<file path="config.mk">
export PLATFORM = sky130hd
export DESIGN_NAME = ssr_top
export DESIGN_NICKNAME = d
export VERILOG_FILES = /design/src/verilog/ssr_pkg.sv /design/src/verilog/ssr_bit_if.sv /design/src/verilog/ssr_cdr.sv /design/src/verilog/ssr_deser.sv /design/src/verilog/ssr_top.sv
export SDC_FILE = /design/constraint.sdc
export NUM_CORES = 1
export LEC_CHECK = 0
export BUFFER_PORTS_ARGS = -buffer_cell sky130_fd_sc_hd__buf_2
export CAP_MARGIN = 20
export CORE_MARGIN = 2
export CORE_UTILIZATION = 50
export DETAILED_ROUTE_END_ITERATION = 8
export HOLD_SLACK_MARGIN = 0.06
export PLACE_DENSITY = 0.82
export SLEW_MARGIN = 20
export SYNTH_ARGS = -nofsm -noshare
export SYNTH_HDL_FRONTEND = slang
export SYNTH_SLANG_ARGS = --single-unit
</file>
<file path="constraint.sdc">
create_clock -name clk -period 2.1 [get_ports clk]
set_input_delay 0.42 -clock clk [delete_from_list [all_inputs] [get_ports clk]]
set_output_delay 0.42 -clock clk [all_outputs]
set_load 0.02 [all_outputs]
</file>
<file path="src/verilog/ssr_pkg.sv">
// Constants and types for the serial receiver with comma aligner.
// Assumes a single 100 MHz clock and a synchronous active-high reset.
// How it works
// - Loopback select picks loop pair, else line
// - Lock to reference until data appears
// - Align enable high: keep searching for comma
// - Both comma forms detected and realign word
// - Comma flag high only with comma word
// - Align enable low: no realign, flag low
// - First bit on bit nine, last bit zero
// - Device makes word clock strobing word, flag
// - Phase select high: later clock, longer setup
// - Word clock rate follows selected rate mode
// - Rate select high lower, low higher rate
// - Realign delays word clock; bits may drop
// - Word stable at word clock rising edge
// - Synchronize within 1 ms, or 200 us
package ssr_pkg;
    localparam int unsigned WORD_W    = 10;            // Word width
    localparam logic [9:0]  K28_NEG   = 10'h0FA;       // 0011111010
    localparam logic [9:0]  K28_POS   = 10'h305;       // 1100000101
    localparam logic [3:0]  LAST_POS  = 4'h9;          // Last bit slot
    localparam logic [3:0]  RISE_EARLY = 4'h4;         // Clock rise, short setup
    localparam logic [3:0]  RISE_LATE = 4'h6;          // Clock rise, long setup
    localparam logic [3:0]  OVS_HI    = 4'h4;          // Cycles per bit, higher rate
    localparam logic [3:0]  OVS_LO    = 4'h8;          // Cycles per bit, lower rate
    localparam logic [5:0]  LOSS_BITS = 6'h28;         // Quiet bits before signal loss
    localparam logic [3:0]  ACQ_EDGES = 4'h8;          // Edges needed to lock on data
    localparam int          CLK_MHZ   = 100;           // Clock rate
    localparam int          SYNC_US   = 1000;          // Sync time from reset
    localparam int          RESYNC_US = 200;           // Sync time after data returns
    localparam int          SYNC_CYC  = SYNC_US * CLK_MHZ;
    localparam int          RESYNC_CYC = RESYNC_US * CLK_MHZ;
    localparam logic [11:0] REG_CTRL  = 12'h000;       // Control
    localparam logic [11:0] REG_STAT  = 12'h004;       // Status
    localparam logic [11:0] REG_WORD  = 12'h008;       // Last word and flag
    localparam logic [11:0] REG_CCNT  = 12'h00C;       // Comma count
    localparam int          CB_LOOP   = 0;             // Loopback select bit
    localparam int          CB_ALIGN  = 1;             // Align enable bit
    localparam int          CB_PHASE  = 2;             // Strobe phase select bit
    localparam int          CB_RATE   = 3;             // Line rate select bit
    localparam logic [3:0]  CTRL_RST  = 4'h2;          // Align on, higher rate
    typedef enum logic [1:0] {
        ST_REF  = 2'b01,                               // Locked to reference
        ST_DATA = 2'b10                                // Locked to data
    } ssr_lock_e;
endpackage : ssr_pkg

</file>
<file path="src/verilog/ssr_bit_if.sv">
// Recovered bit stream passed from clock recovery to the deserializer.
// Assumes both ends share the one system clock.
`timescale 1ns/1ns
interface ssr_bit_if;
    logic bit_stb;                                     // One-cycle bit strobe
    logic bit_val;                                     // Recovered bit
    logic locked;                                      // Locked to data
    modport src (output bit_stb, output bit_val, output locked);
    modport snk (input bit_stb, input bit_val, input locked);
endinterface : ssr_bit_if

</file>
<file path="src/verilog/ssr_cdr.sv">
// Clock recovery: picks bit centres from edges, falls back to reference.
// Assumes the serial input is already registered by the caller.
`timescale 1ns/1ns
module ssr_cdr
    import ssr_pkg::*;
(
    input  wire logic clk,
    input  wire logic srst,
    input  wire logic ser_in,
    input  wire logic ref_clk,
    input  wire logic lower_rate,
    ssr_bit_if.src    bs
);
    ssr_lock_e  st_q, st_d;                            // Lock source
    logic       prev_q, prev_d;                        // Last serial level
    logic       refp_q, refp_d;                        // Last reference level
    logic [3:0] ph_q, ph_d;                            // Bit phase counter
    logic [5:0] quiet_q, quiet_d;                      // Bits without an edge
    logic [3:0] acq_q, acq_d;                          // Edges seen in ref mode
    logic [3:0] per;                                   // Cycles per bit
    logic       edg, stb;

    // Next state: data edges retime the phase, reference edges when idle
    always_comb begin
        per     = lower_rate ? OVS_LO : OVS_HI;
        edg     = ser_in ^ prev_q;
        stb     = (ph_q == 4'h0);
        prev_d  = ser_in;
        refp_d  = ref_clk;
        st_d    = st_q;
        acq_d   = acq_q;
        quiet_d = quiet_q;
        ph_d    = stb ? per - 4'h1 : ph_q - 4'h1;
        unique case (st_q)
            ST_REF: begin
                // Free-run on reference so the loop stays near rate
                if (ref_clk && !refp_q) ph_d = per - 4'h1;
                if (edg) begin
                    ph_d  = {1'b0, per[3:1]};
                    acq_d = acq_q + 4'h1;
                    if (acq_q == ACQ_EDGES - 4'h1) st_d = ST_DATA;
                end
                quiet_d = 6'h00;
            end
            ST_DATA: begin
                // Sample mid-bit: an edge puts the strobe half a bit later
                if (edg) ph_d = {1'b0, per[3:1]};
                if (edg) quiet_d = 6'h00;
                else if (stb) quiet_d = quiet_q + 6'h01;
                if (quiet_q >= LOSS_BITS) begin
                    st_d  = ST_REF;                    // No signal: back to
                    acq_d = 4'h0;
                end
            end
        endcase
    end

    // State registers
    always_ff @(posedge clk) begin
        if (srst) begin
            st_q    <= ST_REF;
            prev_q  <= 1'b0;
            refp_q  <= 1'b0;
            ph_q    <= 4'h0;
            quiet_q <= 6'h00;
            acq_q   <= 4'h0;
        end else begin
            st_q    <= st_d;
            prev_q  <= prev_d;
            refp_q  <= refp_d;
            ph_q    <= ph_d;
            quiet_q <= quiet_d;
            acq_q   <= acq_d;
        end
    end

    assign bs.bit_stb = stb && (st_q == ST_DATA);
    assign bs.bit_val = ser_in;
    assign bs.locked  = (st_q == ST_DATA);

    a_loss_to_ref: assert property (@(posedge clk) disable iff (srst)
        (st_q == ST_DATA && quiet_q >= LOSS_BITS) |=> st_q == ST_REF)
        else $error("no fallback to reference after signal loss");
    a_acq_to_data: assert property (@(posedge clk) disable iff (srst)
        (st_q == ST_REF && edg && acq_q == ACQ_EDGES - 4'h1) |=> st_q == ST_DATA)
        else $error("no lock to data after acquisition");
endmodule : ssr_cdr

</file>
<file path="src/verilog/ssr_deser.sv">
// Deserializer with comma search and realignment.
// Assumes one bit strobe at most per clock from clock recovery.
`timescale 1ns/1ns
module ssr_deser
    import ssr_pkg::*;
(
    input  wire logic       clk,
    input  wire logic       srst,
    input  wire logic       align_en,
    ssr_bit_if.snk          bs,
    output logic [9:0]      word_q,
    output logic            comma_q,
    output logic            load_q,
    output logic [3:0]      pos_q
);
    logic [9:0] sh_q, sh_d;                            // Bit shifter
    logic [9:0] word_d;
    logic       comma_d, load_d, hit;
    logic [3:0] pos_d;

    // Shift, detect comma at every offset, load word on tenth bit or comma
    always_comb begin
        sh_d    = bs.bit_stb ? {sh_q[8:0], bs.bit_val} : sh_q;
        hit     = (sh_d == K28_NEG) || (sh_d == K28_POS);
        word_d  = word_q;
        comma_d = comma_q && align_en;                 // Flag off at once
        load_d  = 1'b0;
        pos_d   = pos_q;
        if (bs.bit_stb) begin
            if (align_en && hit) begin
                // Realign: boundary moves, partial word is dropped
                word_d  = sh_d;
                comma_d = 1'b1;
                load_d  = 1'b1;
                pos_d   = 4'h0;
            end else if (pos_q == LAST_POS) begin
                word_d  = sh_d;
                comma_d = 1'b0;
                load_d  = 1'b1;
                pos_d   = 4'h0;
            end else begin
                pos_d   = pos_q + 4'h1;
            end
        end
    end

    // Registers
    always_ff @(posedge clk) begin
        if (srst) begin
            sh_q    <= 10'h000;
            word_q  <= 10'h000;
            comma_q <= 1'b0;
            load_q  <= 1'b0;
            pos_q   <= 4'h0;
        end else begin
            sh_q    <= sh_d;
            word_q  <= word_d;
            comma_q <= comma_d;
            load_q  <= load_d;
            pos_q   <= pos_d;
        end
    end

    a_comma_realign: assert property (@(posedge clk) disable iff (srst)
        (bs.bit_stb && align_en && hit) |=> comma_q && pos_q == 4'h0 && word_q == $past(sh_d))
        else $error("comma did not realign the word");
    a_comma_is_k28: assert property (@(posedge clk) disable iff (srst)
        comma_q |-> (word_q == K28_NEG || word_q == K28_POS))
        else $error("comma flag with a non-comma word");
    a_word_tenth: assert property (@(posedge clk) disable iff (srst)
        (bs.bit_stb && pos_q == LAST_POS && !(align_en && hit))
        |=> load_q && !comma_q && word_q == $past(sh_d))
        else $error("word not loaded after ten bits");
endmodule : ssr_deser

</file>
<file path="src/verilog/ssr_top.sv">
// Serial receiver top: input select, clock recovery, deserializer,
// received-word clock and an APB register slave.
// Assumes all inputs are synchronous to clk and APB is 32 bits wide.
`timescale 1ns/1ns
module ssr_top
    import ssr_pkg::*;
#(
    parameter int SYNC_CYCLES   = SYNC_CYC,            // Sync limit from reset
    parameter int RESYNC_CYCLES = RESYNC_CYC           // Sync limit after loss
) (
    input  wire logic        clk,
    input  wire logic        srst,
    input  wire logic        psel,
    input  wire logic        penable,
    input  wire logic        pwrite,
    input  wire logic [11:0] paddr,
    input  wire logic [31:0] pwdata,
    output logic [31:0]      prdata,
    output logic             pready,
    output logic             pslverr,
    input  wire logic        line_input_pair,
    input  wire logic        loop_input_pair,
    input  wire logic        reference_clock,
    output logic [9:0]       recv_word,
    output logic             comma_found,
    output logic             recv_word_clock,
    output logic             sync_late
);
    ssr_bit_if bs ();                                  // Recovered bit stream

    // Control register and its fields
    logic [3:0]  ctrl_q, ctrl_d;
    logic        loop_sel, align_en, phase_sel, rate_lo;
    // Serial input after the selector
    logic        ser_q, ser_d;
    // Deserializer outputs
    logic [9:0]  word;
    logic        comma, load;
    logic [3:0]  pos;
    // Word clock
    logic        wclk_q, wclk_d;
    logic [3:0]  rise_pos;
    // Sync timer
    logic [16:0] tmr_q, tmr_d;
    logic        late_q, late_d;
    logic        had_q, had_d;
    logic [16:0] limit;
    // Comma counter
    logic [15:0] ccnt_q, ccnt_d;
    // APB answer
    logic        rdy_q, rdy_d;
    logic        err_q, err_d;
    logic [31:0] rd_q, rd_d;
    logic        acc, wr;

    assign loop_sel  = ctrl_q[CB_LOOP];
    assign align_en  = ctrl_q[CB_ALIGN];
    assign phase_sel = ctrl_q[CB_PHASE];
    assign rate_lo   = ctrl_q[CB_RATE];

    // Input selector, registered so recovery sees a clean level
    always_comb begin
        ser_d = loop_sel ? loop_input_pair : line_input_pair;
    end

    always_ff @(posedge clk) begin
        if (srst) ser_q <= 1'b0;
        else      ser_q <= ser_d;
    end

    // Clock recovery; the reference only steers it while no data is seen
    ssr_cdr u_cdr (
        .clk        (clk),
        .srst       (srst),
        .ser_in     (ser_q),
        .ref_clk    (reference_clock),                 // Rate supplied outside
        .lower_rate (rate_lo),
        .bs         (bs.src)
    );

    // Deserializer and comma aligner
    ssr_deser u_deser (
        .clk      (clk),
        .srst     (srst),
        .align_en (align_en),
        .bs       (bs.snk),
        .word_q   (word),
        .comma_q  (comma),
        .load_q   (load),
        .pos_q    (pos)
    );

    // Word clock: low while a new word settles, high from the rise slot on.
    // A realign restarts the slot count, which stretches the low phase and
    // so delays the clock to the new boundary. Its period follows the bit
    // period, so the rate select sets its frequency.
    always_comb begin
        rise_pos = phase_sel ? RISE_LATE : RISE_EARLY;
        wclk_d   = bs.locked && (pos >= rise_pos);
    end

    always_ff @(posedge clk) begin
        if (srst) wclk_q <= 1'b0;
        else      wclk_q <= wclk_d;
    end

    // Sync timer: runs while not locked on data, flags a late lock.
    // The first lock gets the long limit, later relocks the short one.
    always_comb begin
        limit  = had_q ? RESYNC_CYCLES[16:0] : SYNC_CYCLES[16:0];
        tmr_d  = tmr_q;
        late_d = late_q;
        had_d  = had_q || bs.locked;
        if (bs.locked) begin
            tmr_d  = 17'h00000;
            late_d = 1'b0;
        end else if (tmr_q == limit - 17'h00001) begin
            late_d = 1'b1;
        end else begin
            tmr_d  = tmr_q + 17'h00001;
        end
    end

    always_ff @(posedge clk) begin
        if (srst) begin
            tmr_q  <= 17'h00000;
            late_q <= 1'b0;
            had_q  <= 1'b0;
        end else begin
            tmr_q  <= tmr_d;
            late_q <= late_d;
            had_q  <= had_d;
        end
    end

    // Comma counter, wraps; shows the aligner at work
    always_comb begin
        ccnt_d = (load && comma) ? ccnt_q + 16'h0001 : ccnt_q;
    end

    always_ff @(posedge clk) begin
        if (srst) ccnt_q <= 16'h0000;
        else      ccnt_q <= ccnt_d;
    end

    // APB slave: one wait state. Read data and error are registered in the
    // first access cycle and shown with pready in the second; a write takes
    // effect at the edge where pready is sampled high.
    always_comb begin
        acc    = psel && penable && rdy_q;
        wr     = acc && pwrite;
        rdy_d  = psel && penable && !rdy_q;
        err_d  = 1'b0;
        rd_d   = 32'h0000_0000;
        ctrl_d = ctrl_q;
        if (rdy_d) begin
            unique case (paddr)
                REG_CTRL: rd_d = {28'h0000000, ctrl_q};
                REG_STAT: rd_d = {29'h00000000, late_q, bs.locked, wclk_q};
                REG_WORD: rd_d = {21'h000000, comma, word};
                REG_CCNT: rd_d = {16'h0000, ccnt_q};
                default:  err_d = 1'b1;                // Unmapped address
            endcase
        end
        if (wr && paddr == REG_CTRL) ctrl_d = pwdata[3:0];
    end

    always_ff @(posedge clk) begin
        if (srst) begin
            ctrl_q <= CTRL_RST;
            rdy_q  <= 1'b0;
            err_q  <= 1'b0;
            rd_q   <= 32'h0000_0000;
        end else begin
            ctrl_q <= ctrl_d;
            rdy_q  <= rdy_d;
            err_q  <= err_d;
            rd_q   <= rd_d;
        end
    end

    // Outputs, all straight from flip-flops
    assign prdata          = rd_q;
    assign pready          = rdy_q;
    assign pslverr         = err_q;
    assign recv_word       = word;
    assign comma_found     = comma;
    assign recv_word_clock = wclk_q;
    assign sync_late       = late_q;

    // Checks
    a_input_select: assert property (@(posedge clk) disable iff (srst)
        ##1 ser_q == $past(ctrl_q[CB_LOOP] ? loop_input_pair : line_input_pair))
        else $error("serial input from wrong pair");
    a_comma_off: assert property (@(posedge clk) disable iff (srst)
        !align_en |=> !comma_found)
        else $error("comma flag high with align disabled");
    a_word_stable: assert property (@(posedge clk) disable iff (srst)
        $rose(recv_word_clock) |-> $stable(recv_word) && $stable(comma_found))
        else $error("word changed at word clock rise");
    a_clock_phase: assert property (@(posedge clk) disable iff (srst)
        (bs.locked && $past(bs.locked) && $rose(recv_word_clock))
        |-> $past(pos) >= ($past(phase_sel) ? RISE_LATE : RISE_EARLY))
        else $error("word clock rose before its slot");
    a_clock_low_load: assert property (@(posedge clk) disable iff (srst)
        (load && $past(bs.locked)) |=> !recv_word_clock [*3])
        else $error("word clock not held low after a new word");
endmodule : ssr_top

</file>
==> key figures <==
Timing
  – Fin crit share: 95.4%
  – Hold Violations, Final: 0
  – Setup_tns: 0 ns
  – Max Clk Rate: 499 MHz
  – Relative slew slack: 62.5%
  – Slack of the critical path: 0.0975 ns
  – Clock Skew: 0.0103 ns
  – RSZ-0062 raised after global routing: false
  – Final max-slew violation count: 0
  – Final Setup Violations: 0
  – Post-layout min period: 2.00 ns
  – Worst-margin pin slew: 0.558 ns

Logic synthesis
  – Top cell type's share of synthesized area: 45.4%
  – Mapped Cells: 494
  – Post-Syn Area per Cell: 9.19 um2
  – Most used DFF post-synth: dfxtp_1
  – Unique masters post-synth: 59
  – Sequential area share after synthesis: 45.4%
  – Yosys warnings: 0
  – Post-synth EDFFs: 0
  – Synth top area cells: dfxtp_1, nor2_1, nand2_1
  – Synth Register Bits: 103
  – Post-synth top area cell: dfxtp_1
  – Async SR Flop Fraction: 0%
  – Mapped Area: 4540 um2

Global routing
  – Vias in the first global route: 3393
  – Initial antenna violation count: 0
  – Largest net degree at the start of global routing: 55
  – GRT overflow: 0
  – Global Route Usage Sum: 19.2%
  – First-pass GRT wire length: 15500 um

Cells and area
  – Most common cell after layout, fill and taps aside: dfxtp_1
  – Antenna Cells: 0
  – Cell area after layout: 5160 um2
  – Fin cells: 671
  – Fin util: 58.9%
  – Synth-to-layout area growth: 13.7%
  – Most frequent cells in the layout: dfxtp_1, nor2_1, buf_2, nand2_1, a21oi_1
  – Layout net count: 619
  – Fill cells: 749
  – Share of cells above drive strength 1: 20.1%

Route
  – # DRC: 0
  – Antenna violation net count after detailed routing: 0
  – Routed wl met3: 608 um
  – Vias: 3581
  – Top layer in use: met4
  – WL met1: 3930 um
  – Met2 Routed Length: 4490 um
  – Wirelength per Cell: 13.6 um
  – Initial DRC Count: 206
  – WL final: 9120 um
  – Drt pass-1 iters: 4
  – Vias per cell: 5.34

Clock tree
  – Setup bufs post-CTS: 0
  – CTS tree: yes
  – Root Driver: clkbuf_8
  – Worst-Skew Late Latency: 0.38 ns
  – Resized Gates After CTS: 0
  – Total CTS buffers: 9
  – CTS clk-pin slew, worst paths: 0.10 ns
  – Max clock buf depth: 2
  – CTS HTree Levels: 3
  – Hold Buf Count CTS: 0
  – Clock sink total: 103

Place
  – IO Port Bufs: 54
  – Hpwl dp: 6710 um
  – RePlAce Congestion: 0.803
  – Placed Cells incl. Taps: 655
  – Cell Area, Placed: 4940 um2
  – Setup slack at placement: 0.0338 ns

Worst hold path
  – Hold Path End: ctrl_q[0]
  – HP Start: pwdata[0]
  – Worst Hold Path Cells: 3
  – Worst hold-check path type: input port to register

Status
  – Status: finished clean

Floorplanning
  – Cell Rows: 34
  – Core area: 8760 um2
  – Initial core utilization: 51.8%
  – Total die area: 9860 um2
  – Chip height: 99.3 um
  – Die Wd: 99.3 um
  – # IOs: 99

Power
  – Peak supply drop: 322 uV
  – Pwr Density: 677 nW/um2
  – Leak: 0.00212 uW

Setup path
  – CP Class: register to register
  – Arrival time worst endpoint: 2.28 ns
  – CP max-delay cell: dfxtp_1
  – CP top delay family: simple AND/OR/NAND/NOR gates
  – Reg2reg path depth: 8
  – Crit path largest cell delay: 0.36 ns
  – WP buf/inv: 2
  – Critical Path Fanout Max: 8
  – Worst R2R Start: u_cdr.ph_q[0]
  – CP startpoint kind: register
  – Crit Reg-Reg Endpoint: u_deser.word_q[7]
  – Worst path cell trace: inv_1, ha_1, or3b_4, nor2_8, and3_1, a32oi_2, buf_6, mux2_2
  – Critical Path RT: 2.37 ns
  – Worst setup EP type: register
  – R2R Setup Slk: 0.1 ns

Job
  – Max Cap Violations: 0
## synth_stat cells (2+ instances only)
| master | instances |
|---|---|
| nor3b_1 | 5 |
| mux2_2 | 6 |
| and2_1 | 2 |
| nand4_1 | 12 |
| nand3b_1 | 3 |
| dfxtp_1 | 103 |
| nor2_1 | 57 |
| a221oi_1 | 2 |
| and3_1 | 13 |
| nor4bb_1 | 2 |
| xnor2_1 | 10 |
| or3_1 | 10 |
| nor2b_1 | 11 |
| nor3_1 | 9 |
| mux2i_1 | 18 |
| nand2_1 | 52 |
| ha_1 | 9 |
| o21a_1 | 2 |
| buf_2 | 3 |
| inv_1 | 13 |
| nand2b_1 | 3 |
| xor2_1 | 21 |
| buf_4 | 16 |
| clkbuf_1 | 8 |
| and4_1 | 3 |
| a21oi_1 | 29 |
| and3_2 | 3 |
| nand3_1 | 12 |
| mux4_2 | 3 |
| or4_1 | 2 |
| o21ai_0 | 16 |
| buf_1 | 7 |
| nor4_1 | 3 |
## area by class of cell
cell class	count	area (um2)	share of cell area (%)
timing repair buffer	72	409	7.93
multi-input combinational	359	2290	44.4
clock inverter	7	90.1	1.75
tap	108	135	2.62
clock buffer	9	124	2.40
inverter	13	48.8	0.945
sequential	103	2060	39.9
## stage by stage
step	hold slack, ns	total power (uW)
after floorplan	0.442	2190
after global placement	0.454	2220
after detailed placement	0.473	2230
after CTS	0.273	3520
after global routing	0.279	3630
final	0.280	3490
## how the worst max path moves through the flow
| stage | startpoint | end | slack (ns) | depth (start not counted) |
|---|---|---|---|---|
| finish | u_cdr.ph_q[0] | u_deser.word_q[7] | 0.1 | 8 |
| global route | u_cdr.ph_q[0] | u_deser.word_q[9] | 0.01 | 8 |
| CTS | u_cdr.ph_q[0] | u_deser.word_q[7] | 0.08 | 8 |
| detailed placement | paddr[7] | ctrl_q[1] | 0.03 | 6 |
| global placement | paddr[7] | ctrl_q[1] | 0.08 | 6 |
| floorplan | u_cdr.ph_q[0] | u_deser.word_q[0] | 0.18 | 7 |
## registers in the layout, indices dropped and copies added, names as in the netlist, 2 cells and up
register	count
prdata	16
ccnt_q	16
u_cdr.acq_q	4
ctrl_q	4
u_cdr.ph_q	4
u_deser.sh_q	10
u_deser.word_q	10
u_cdr.st_q	2
u_deser.pos_q	4
tmr_q	17
u_cdr.quiet_q	6
## cells by family (layout without fill, tap and decap cells)
group	Yosys count	in the layout	share of synthesized area [%]
fa+ha+maj	9	9	2.48
xor+xnor	31	31	5.98
other cells	1	16	0.0826
flops	103	103	45.4
mux	27	27	6.95
compound gates	62	62	8.35
simple gates	214	214	25.4
buf+inv	47	101	5.29
## worst min-delay path, stage by stage
cell and delay, ns:
buf_2 0.08, mux2i_1 0.05, nor2_1 0.08
## layer usage
| metal | vias to the layer above | global-route usage (%) |
|---|---|---|
| li1 | 1811 | - |
| met1 | 1656 | 23.8 |
| met2 | 105 | 32.7 |
| met3 | 9 | 5.13 |
| met4 | 0 | 6.32 |
| met5 | - | 0 |
## where the power goes
part	switching [uW]	internal, uW
registers	15.8	1970
clock network	733	577
logic	123	74.6
total	871	2620
Note: power is estimated with default switching activity, not from simulation.
